==> src/fpkllp_pkg.sv <==
// Constants and types for the front-panel key, LED and LCD port.
// Assumes a single 100 MHz clock domain and an asynchronous host bus.
package fpkllp_pkg;

	// Clock and timing
	localparam int CLK_PERIOD_NS  = 10;
	localparam int LCD_STROBE_NS  = 450;
	localparam int SCAN_DWELL_NS  = 10000;
	// Least time rounds up
	localparam int LCD_STROBE_CYCLES = (LCD_STROBE_NS + CLK_PERIOD_NS - 1) / CLK_PERIOD_NS;
	// Dwell per row, rounded down
	localparam int SCAN_DWELL_CYCLES = SCAN_DWELL_NS / CLK_PERIOD_NS;

	// Widths
	localparam int DATA_W = 8;
	localparam int ADDR_W = 3;
	localparam int ROWS   = 8;
	localparam int COLS   = 8;
	localparam int ROW_W  = 3;
	localparam int CNT_W  = 16;
	localparam int LCNT_W = 8;

	// Address map on panel_address_bus
	localparam logic [ADDR_W-1:0] ADDR_LCD_CMD_WR  = 3'h0;
	localparam logic [ADDR_W-1:0] ADDR_LCD_DATA_WR = 3'h1;
	localparam logic [ADDR_W-1:0] ADDR_LCD_STAT_RD = 3'h2;
	localparam logic [ADDR_W-1:0] ADDR_LCD_DATA_RD = 3'h3;
	localparam logic [ADDR_W-1:0] ADDR_LED         = 3'h4;
	localparam logic [ADDR_W-1:0] ADDR_ROW_SEL     = 3'h6;
	localparam logic [ADDR_W-1:0] ADDR_KEY_COLS    = 3'h7;
	// Addresses 0 to 3 go to the LCD module; bit 0 is its register select
	localparam int ADDR_LCD_SEL_BIT = 2;
	localparam int ADDR_RS_BIT      = 0;

	// Host bus pins after sampling, converted to active high
	typedef struct packed {
		logic              cs;
		logic              rd;
		logic              wr;
		logic [ADDR_W-1:0] addr;
		logic [DATA_W-1:0] data;
	} fpkllp_bus_type;

	// Whole state of the port
	typedef struct packed {
		fpkllp_bus_type         bus_s1;
		fpkllp_bus_type         bus_s2;
		logic                   acc_prev;
		logic [DATA_W-1:0]      led;
		logic [ROW_W-1:0]       row_sel;
		logic [ROWS*COLS-1:0]   key_map;
		logic [ROW_W-1:0]       scan_row;
		logic [CNT_W-1:0]       scan_cnt;
		logic [COLS-1:0]        col_s1;
		logic [COLS-1:0]        col_s2;
		logic [LCNT_W-1:0]      lcd_cnt;
		logic                   lcd_rs;
		logic                   lcd_rw_n;
		logic                   lcd_strobe;
		logic [DATA_W-1:0]      rd_data;
		logic                   drive;
	} fpkllp_state_type;

endpackage : fpkllp_pkg

==> src/fpkllp_top.sv <==
// Front-panel port: host data/address bus, LCD strobes, LED drive, key scan.
// Assumes host strobes and key columns are asynchronous to clk.
//
// What this block does
// - Host talks over 8-bit two-way data bus and 3-bit host-driven address.
// - Port generates LCD strobe, read/write and register select lines.
// - Each of eight LED outputs follows its own bit of written LED data.
// - LED outputs are active low: low lights, high keeps dark.
// - Key pressed when its column reads low while its row is driven low.
// - Eight active-low row outputs, eight active-low column inputs, 64 keys.
`timescale 1ns/10ps

module fpkllp_top #(
	parameter int SCAN_CYCLES = fpkllp_pkg::SCAN_DWELL_CYCLES,
	parameter int LCD_CYCLES  = fpkllp_pkg::LCD_STROBE_CYCLES
) (
	// Clock and reset
	input  wire logic                          clk,
	input  wire logic                          reset_n,
	// Host bus
	input  wire logic                          panel_cs_n,
	input  wire logic                          panel_rd_n,
	input  wire logic                          panel_wr_n,
	input  wire logic [fpkllp_pkg::ADDR_W-1:0] panel_address_bus,
	input  wire logic [fpkllp_pkg::DATA_W-1:0] panel_data_in,
	output logic      [fpkllp_pkg::DATA_W-1:0] panel_data_out,
	output logic                               panel_data_oe_n,
	// LCD module control
	output logic                               lcd_strobe,
	output logic                               lcd_read_write_n,
	output logic                               lcd_register_select,
	// LEDs
	output logic      [fpkllp_pkg::DATA_W-1:0] led_drive_n,
	// Key matrix
	output logic      [fpkllp_pkg::ROWS-1:0]   key_row_drive_n,
	input  wire logic [fpkllp_pkg::COLS-1:0]   key_column_sense_n
);

	if (SCAN_CYCLES < 4 || SCAN_CYCLES >= (1 << fpkllp_pkg::CNT_W)) begin : g_bad_scan
		$error("SCAN_CYCLES out of range");
	end
	if (LCD_CYCLES < 1 || LCD_CYCLES >= (1 << fpkllp_pkg::LCNT_W)) begin : g_bad_lcd
		$error("LCD_CYCLES out of range");
	end
	if (fpkllp_pkg::ROWS != (1 << fpkllp_pkg::ROW_W)) begin : g_bad_rows
		$error("ROWS must match the row index width");
	end
	if (fpkllp_pkg::COLS != fpkllp_pkg::DATA_W) begin : g_bad_cols
		$error("One key row must fill one data byte");
	end
	if (fpkllp_pkg::ADDR_LCD_SEL_BIT >= fpkllp_pkg::ADDR_W) begin : g_bad_sel
		$error("LCD select bit lies outside the address bus");
	end

	localparam logic [fpkllp_pkg::CNT_W-1:0]  SCAN_RELOAD = fpkllp_pkg::CNT_W'(SCAN_CYCLES - 1);
	localparam logic [fpkllp_pkg::LCNT_W-1:0] LCD_RELOAD  = fpkllp_pkg::LCNT_W'(LCD_CYCLES - 1);

	fpkllp_pkg::fpkllp_state_type state_ff;
	fpkllp_pkg::fpkllp_state_type nxt_state;

	// Addresses answered by the port itself on a read
	function automatic logic is_local_read(input logic [fpkllp_pkg::ADDR_W-1:0] a);
		is_local_read = (a == fpkllp_pkg::ADDR_LED) || (a == fpkllp_pkg::ADDR_ROW_SEL) ||
		                (a == fpkllp_pkg::ADDR_KEY_COLS);
	endfunction : is_local_read

	// One-hot active-low row pattern
	function automatic logic [fpkllp_pkg::ROWS-1:0] row_pattern_n(
		input logic [fpkllp_pkg::ROW_W-1:0] r);
		row_pattern_n = ~(fpkllp_pkg::ROWS'(1) << r);
	endfunction : row_pattern_n

	// First key-map bit of a row
	function automatic int row_base(input logic [fpkllp_pkg::ROW_W-1:0] r);
		row_base = int'(r) * fpkllp_pkg::COLS;
	endfunction : row_base

	// Stored columns of one row, pressed = 1
	function automatic logic [fpkllp_pkg::COLS-1:0] row_keys(
		input logic [fpkllp_pkg::ROWS*fpkllp_pkg::COLS-1:0] map,
		input logic [fpkllp_pkg::ROW_W-1:0]                 r);
		row_keys = map[row_base(r) +: fpkllp_pkg::COLS];
	endfunction : row_keys

	// Rows are visited in rising order and wrap after the last
	function automatic logic [fpkllp_pkg::ROW_W-1:0] next_row(
		input logic [fpkllp_pkg::ROW_W-1:0] r);
		next_row = r + fpkllp_pkg::ROW_W'(1);
	endfunction : next_row

	// Addresses with the select bit clear reach the LCD module
	function automatic logic is_lcd_addr(input logic [fpkllp_pkg::ADDR_W-1:0] a);
		is_lcd_addr = ~a[fpkllp_pkg::ADDR_LCD_SEL_BIT];
	endfunction : is_lcd_addr

	// Port drives the data bus only while a local read is held
	function automatic logic drives_bus(input fpkllp_pkg::fpkllp_bus_type b);
		drives_bus = b.cs & b.rd & is_local_read(b.addr);
	endfunction : drives_bus

	// Byte returned for a local read
	function automatic logic [fpkllp_pkg::DATA_W-1:0] read_byte(
		input logic [fpkllp_pkg::ADDR_W-1:0]                a,
		input logic [fpkllp_pkg::DATA_W-1:0]                led,
		input logic [fpkllp_pkg::ROW_W-1:0]                 row_sel,
		input logic [fpkllp_pkg::ROWS*fpkllp_pkg::COLS-1:0] map);
		case (a)
			fpkllp_pkg::ADDR_LED: begin
				read_byte = led;
			end
			fpkllp_pkg::ADDR_ROW_SEL: begin
				read_byte = fpkllp_pkg::DATA_W'(row_sel);
			end
			fpkllp_pkg::ADDR_KEY_COLS: begin
				read_byte = fpkllp_pkg::DATA_W'(row_keys(map, row_sel));
			end
			default: begin
				read_byte = '0;
			end
		endcase
	endfunction : read_byte

	always_comb begin
		fpkllp_pkg::fpkllp_state_type s;
		logic                          acc;
		logic                          start;
		s     = state_ff;
		acc   = 1'b0;
		start = 1'b0;

		// Two-stage sampling of the host bus, as active-high levels
		// Address and data share the strobes' flops so all stay aligned;
		// the host holds them at least four clocks from the strobe edge
		s.bus_s1.cs   = ~panel_cs_n;
		s.bus_s1.rd   = ~panel_rd_n;
		s.bus_s1.wr   = ~panel_wr_n;
		s.bus_s1.addr = panel_address_bus;
		s.bus_s1.data = panel_data_in;
		s.bus_s2      = state_ff.bus_s1;

		// An access starts on the first sampled cycle of cs with rd or wr
		// Edge detect: one action per strobe, however long it is held
		acc   = state_ff.bus_s2.cs & (state_ff.bus_s2.rd | state_ff.bus_s2.wr);
		start = acc & ~state_ff.acc_prev;
		s.acc_prev = acc;

		// LCD strobe timing
		if (state_ff.lcd_strobe) begin
			if (state_ff.lcd_cnt == '0) begin
				s.lcd_strobe = 1'b0;
			end else begin
				s.lcd_cnt = state_ff.lcd_cnt - fpkllp_pkg::LCNT_W'(1);
			end
		end

		if (start) begin
			if (is_lcd_addr(state_ff.bus_s2.addr)) begin
				// LCD access: the module itself moves data on the bus
				// A further LCD access restarts the strobe
				s.lcd_rs     = state_ff.bus_s2.addr[fpkllp_pkg::ADDR_RS_BIT];
				s.lcd_rw_n   = state_ff.bus_s2.rd;
				s.lcd_strobe = 1'b1;
				s.lcd_cnt    = LCD_RELOAD;
			end else if (state_ff.bus_s2.wr) begin
				case (state_ff.bus_s2.addr)
					fpkllp_pkg::ADDR_LED: begin
						s.led = state_ff.bus_s2.data;
					end
					fpkllp_pkg::ADDR_ROW_SEL: begin
						s.row_sel = state_ff.bus_s2.data[fpkllp_pkg::ROW_W-1:0];
					end
					default: begin
					end
				endcase
			end
		end

		// Read data follows the address every cycle
		s.drive   = drives_bus(state_ff.bus_s2);
		s.rd_data = read_byte(state_ff.bus_s2.addr, state_ff.led, state_ff.row_sel,
		                      state_ff.key_map);

		// Column inputs, two-stage, converted to pressed = 1
		s.col_s1 = ~key_column_sense_n;
		s.col_s2 = state_ff.col_s1;

		// Row scan: sample at end of dwell, then step to next row
		// Counting up gives row 0 its full dwell straight after reset
		// No diodes assumed: three closed keys on a rectangle show a fourth
		if (state_ff.scan_cnt == SCAN_RELOAD) begin
			s.key_map[row_base(state_ff.scan_row) +: fpkllp_pkg::COLS] =
				state_ff.col_s2;
			s.scan_row = next_row(state_ff.scan_row);
			s.scan_cnt = '0;
		end else begin
			s.scan_cnt = state_ff.scan_cnt + fpkllp_pkg::CNT_W'(1);
		end

		nxt_state = s;
	end

	always_ff @(posedge clk or negedge reset_n) begin
		if (!reset_n) begin
			state_ff <= '0;
		end else begin
			state_ff <= nxt_state;
		end
	end

	// Host data bus
	assign panel_data_out      = state_ff.rd_data;
	assign panel_data_oe_n     = ~state_ff.drive;
	// LCD control lines
	assign lcd_strobe          = state_ff.lcd_strobe;
	assign lcd_read_write_n    = state_ff.lcd_rw_n;
	assign lcd_register_select = state_ff.lcd_rs;
	// LED and key row drive
	assign led_drive_n         = ~state_ff.led;
	assign key_row_drive_n     = row_pattern_n(state_ff.scan_row);

endmodule : fpkllp_top

==> config.mk <==
export PLATFORM = sky130hd
export DESIGN_NAME = fpkllp_top
export DESIGN_NICKNAME = d
export VERILOG_FILES = /design/src/fpkllp_pkg.sv /design/src/fpkllp_top.sv
export SDC_FILE = /design/constraint.sdc
export NUM_CORES = 1
export LEC_CHECK = 0
export BUFFER_PORTS_ARGS = -buffer_cell sky130_fd_sc_hd__buf_2
export CORE_MARGIN = 2
export CORE_UTILIZATION = 25
export DETAILED_ROUTE_END_ITERATION = 10
export SETUP_SLACK_MARGIN = 0.2
export SLEW_MARGIN = 0
export SYNTH_ARGS = -nofsm -noshare
export SYNTH_HDL_FRONTEND = slang
export SYNTH_SLANG_ARGS = --single-unit
==> constraint.sdc <==
create_clock -name clk -period 3.15 [get_ports clk]
set_clock_uncertainty 0.05 [all_clocks]
set_input_delay 0.315 -clock clk [delete_from_list [all_inputs] [get_ports clk]]
set_output_delay 0.315 -clock clk [all_outputs]
set_load 0.01 [all_outputs]
==> flow_results.org <==
** Yosys
- Of the post-synthesis cell area, the part taken by muxes is 15.8%.
- By area, the combinational part of the netlist is dominated by multiplexers.
- Post-synthesis cell type count :: 48
- Synthesis handed over a netlist of 515 instances.
- The number of nets handed over by synthesis was 550.
- Counting flops with an async set or reset pin after synthesis yields a share of 100%.
- Yosys synthesis warning count :: 0
- Register area share after synthesis :: 59.4%
- The synthesized netlist devotes between 10% and 20% of its cell area to simple gates.
- FF+latch count, synth :: around 160
- Adder-cell share of the synthesized area :: 2.05%
- Count of flip-flops with a built-in enable after synthesis :: 0
- The synthesized netlist devotes 5.32% of its cell area to compound gates.
- The average instance in the mapped netlist occupies 13.0 um^2.
- For this run, the leading register cell type out of synthesis is dfrtp_1.
- Post-Synth XOR/XNOR Area :: roughly 2.4%
- Cell area after synthesis :: 0.00670 mm^2

** Hold path
- In this run the most critical hold path is launched from nxt_state[21].
- Hold Path Cell Cnt :: 0
- The worst hold path belongs to the class reg2reg.

** Setup path
- Critical path's top delay family :: simple AND/OR/NAND/NOR gates
- Nature of the critical path startpoint :: flip-flop
- In this run the worst setup path begins at state_ff[52].
- Setup Crit Path Kind :: reg2reg
- Along the worst path, the maximum fanout reaches 9.
- Levels on crit path :: 8
- For the worst setup path, the data required time is approximately 3.4 ns.
- On the worst path, the slowest cell contributes a delay of 0.75 ns.
- Walking the worst path, the cells encountered are inv_1, ha_1, ha_1, nor2b_1, buf_4, nand2b_1, or4_1, mux2i_1.
- Crit-path most repeated cell :: ha_1
- On the critical path, the stage with the largest delay is an instance of or4_1.
- Depth of the worst register-to-register path :: 8
- Worst path arrival time :: 2.88 ns
- Reg-to-reg startpoint :: state_ff[52]
- CP Capture Type :: flip-flop
- The critical path contains buffers and inverters numbering 2 combined.

** Power and ir drop
- VDD sags by at most 0.375 mV.
- Total power draw :: around 5.0 mW
- Power Density :: 610 mW/mm^2
- For this design the static power due to leakage is 3.87 nW.

** Job
- Max-cap violations :: 0

** Global routing
- Initial antenna violation count :: 0
- Global-route wire length before repair :: approximately 23 mm
- GRT Resource Usage Total :: a little over a tenth
- The number of global-route vias before repair is 4244.
- Entering global routing, the biggest net connects 83 pins.
- Final global-route overflow total :: 0

** Final layout
- Across the whole layout, storage elements account for 0.00398 mm^2.
- Area of combinational cells with multiple inputs :: approximately 0.0024 mm^2
- Total Nets Final :: 632
- Ratio of cells with drive above 1 in the final layout :: 29.3%
- The top cell types in the final layout, fill and taps aside, are dfrtp_1, buf_2, mux2_2.
- 0 antenna diodes ended up in the layout.
- From synthesis to final layout, the design area changed by 23.0%.
- Number of fillers in the final layout :: 2612
- Leading cell type in the layout, fill and taps excluded :: dfrtp_1

** Drt
- In this run the remaining antenna-violating nets after routing total 0.
- In the final routed layout, each cell accounts on average for 14.4 um.
- Routed via count divided by cell count :: about 4.3
- Remaining routing DRC violations :: 0
- Detailed Route Iter0 Violations :: 234
- The first detailed-routing pass ran for 4 iterations.
- For this block, the via count after detailed routing is 4055.
- The routed design has around 14 mm of wire.

** Clocking
- For this design, the CTS-stage hold fixing added 23 buffers.
- Cells resized by post-CTS repair :: 0
- Clock root buffer :: clkbuf_16
- TritonCTS built the clock tree.
- Clock-pin slew was measured on the worst setup and hold paths at 0.06 ns.
- Clock tree synthesis inserted a total of 17 buffers.
- Clock latency on the worst-skew pair :: around 0.43 ns
- Number of post-CTS setup repair buffers :: 0
- Count of clock tree sinks :: 159
- Largest buffer count on any clock path :: 2
- In this run the number of H-tree levels came out at 4.

** Timing
- After layout, the worst path uses a little over four fifths of the clock period.
- Setup total negative slack on the finished layout was measured at 0 ns.
- The number of hold-slack violations in the final timing report came to 0.
- Headroom to the max-slew limit came out at 46.8%.
- RSZ-0062 raised after global routing :: no
- Max Clk Rate :: 379 MHz
- Number of max-slew violations in the final report :: 0
- Min cycle time layout :: 2.64 ns
- Transition time at the pin with the least slew margin :: 0.792 ns
- Setup violations remaining at the end of the flow were counted as 0.

** Placed design
- Routability-driven placement finished with a final weighted congestion of 0.758.
- # port buffers :: 51
- After legalization and detailed placement, the total HPWL measured 9.22 mm.

** Floorplan
- The die covers 0.0281 mm^2.
- 52 I/O pins were placed.
- Starting density of the core :: roughly 26%
- Core region area :: around 0.026 mm^2
- Die width :: between 150 and 200 um
- Height of the die :: 168 um
- Core Rows :: 59

** Run status
- The flow ran to the end, and the final reports show no timing, DRC or antenna violations.
-- worst paths after layout --
| path | end | slack (ns) |
|---|---|---|
| min | state_ff[21] | 0.30 |
| max in group asynchronous | state_ff[133] | 1.80 |
| min in group asynchronous | state_ff[36] | 0.44 |
| min reg2reg | state_ff[21] | 0.30 |
| max reg2reg | state_ff[82] | 0.51 |
| max | state_ff[82] | 0.51 |
-- Yosys cell counts (all sizes together) (3+ instances only) --
cell type,number,area [um^2]
nand2b,4,25.0
o41ai,4,35.0
o22ai,3,18.8
mux2,53,627
xor2,7,61.3
or4,5,41.3
a211oi,4,30.0
nand4,4,25.0
nand3,10,62.6
clkbuf,12,46.3
o21a,8,60.1
mux2i,16,160
nand2,43,161
dfrtp,159,3980
xnor2,11,96.3
o21ai,12,60.1
a2111oi,4,35.0
mux4,12,270
buf,13,91.3
a21oi,3,15.0
inv,39,146
or3,4,25.0
ha,11,138
and3,5,32.5
nor2,21,81.3
nor3,10,55.1
nor2b,15,93.8
a31o,9,78.8
nor4,5,76.3
-- registers in the layout (all words and copies together) (netlist names) --
| name | count |
|---|---|
| lcd_strobe | 1 |
| lcd_read_write_n | 1 |
| lcd_register_select | 1 |
| nxt_state | 22 |
| panel_data_out | 8 |
| state_ff | 126 |
-- per-layer routing --
metal | GRT usage (%) | vias to the layer above | part of all wire, %
met5 | 0 | - | 0
met4 | 3.71 | 0 | 1.1
met3 | 2.84 | 13 | 3.9
met2 | 14.5 | 74 | 42
met1 | 15.4 | 2028 | 53
li1 | - | 1940 | -
-- through the flow --
stage	hold slack (ns)	setup WS, ns	cells	cell area, um^2	utilization (%)
final	0.295	0.512	945	8240	31.4
after global routing	0.296	0.312	945	8240	31.4
after CTS	0.297	0.494	945	8240	31.4
after detailed placement	0.285	0.518	890	7360	28.1
after global placement	0.283	0.615	890	7360	28.1
after floorplan	-0.0306	0.774	515	6700	-
-- cell families (layout without fill, tap and decap cells) --
group | count (synthesis) | in the layout
AND/OR/NAND/NOR | 132 | 132
flip-flops | 159 | 159
XOR/XNOR | 18 | 18
adder cells (fa/ha/maj) | 11 | 11
multiplexers | 81 | 81
buffers and inverters | 64 | 159
AO/OA/AOI/OAI | 50 | 50
-- where the power goes --
part           total (mW)  internal (mW)  switching [mW]  leakage (nW)
Sequential           2.33           2.17           0.158          2.07
Clock                2.23           1.40           0.833         0.307
Combinational       0.470          0.230           0.241          1.49
-- final cells by class --
class / count / area share, %
clock buffers: 21 / 5.71
repair buffers: 88 / 7.39
well taps: 335 / 5.09
inverters: 39 / 1.78
multi-input cells: 292 / 29.6
flip-flops and latches: 159 / 48.3
clock inverters: 11 / 2.16
No activity file was read; power rests on OpenSTA's default activity.
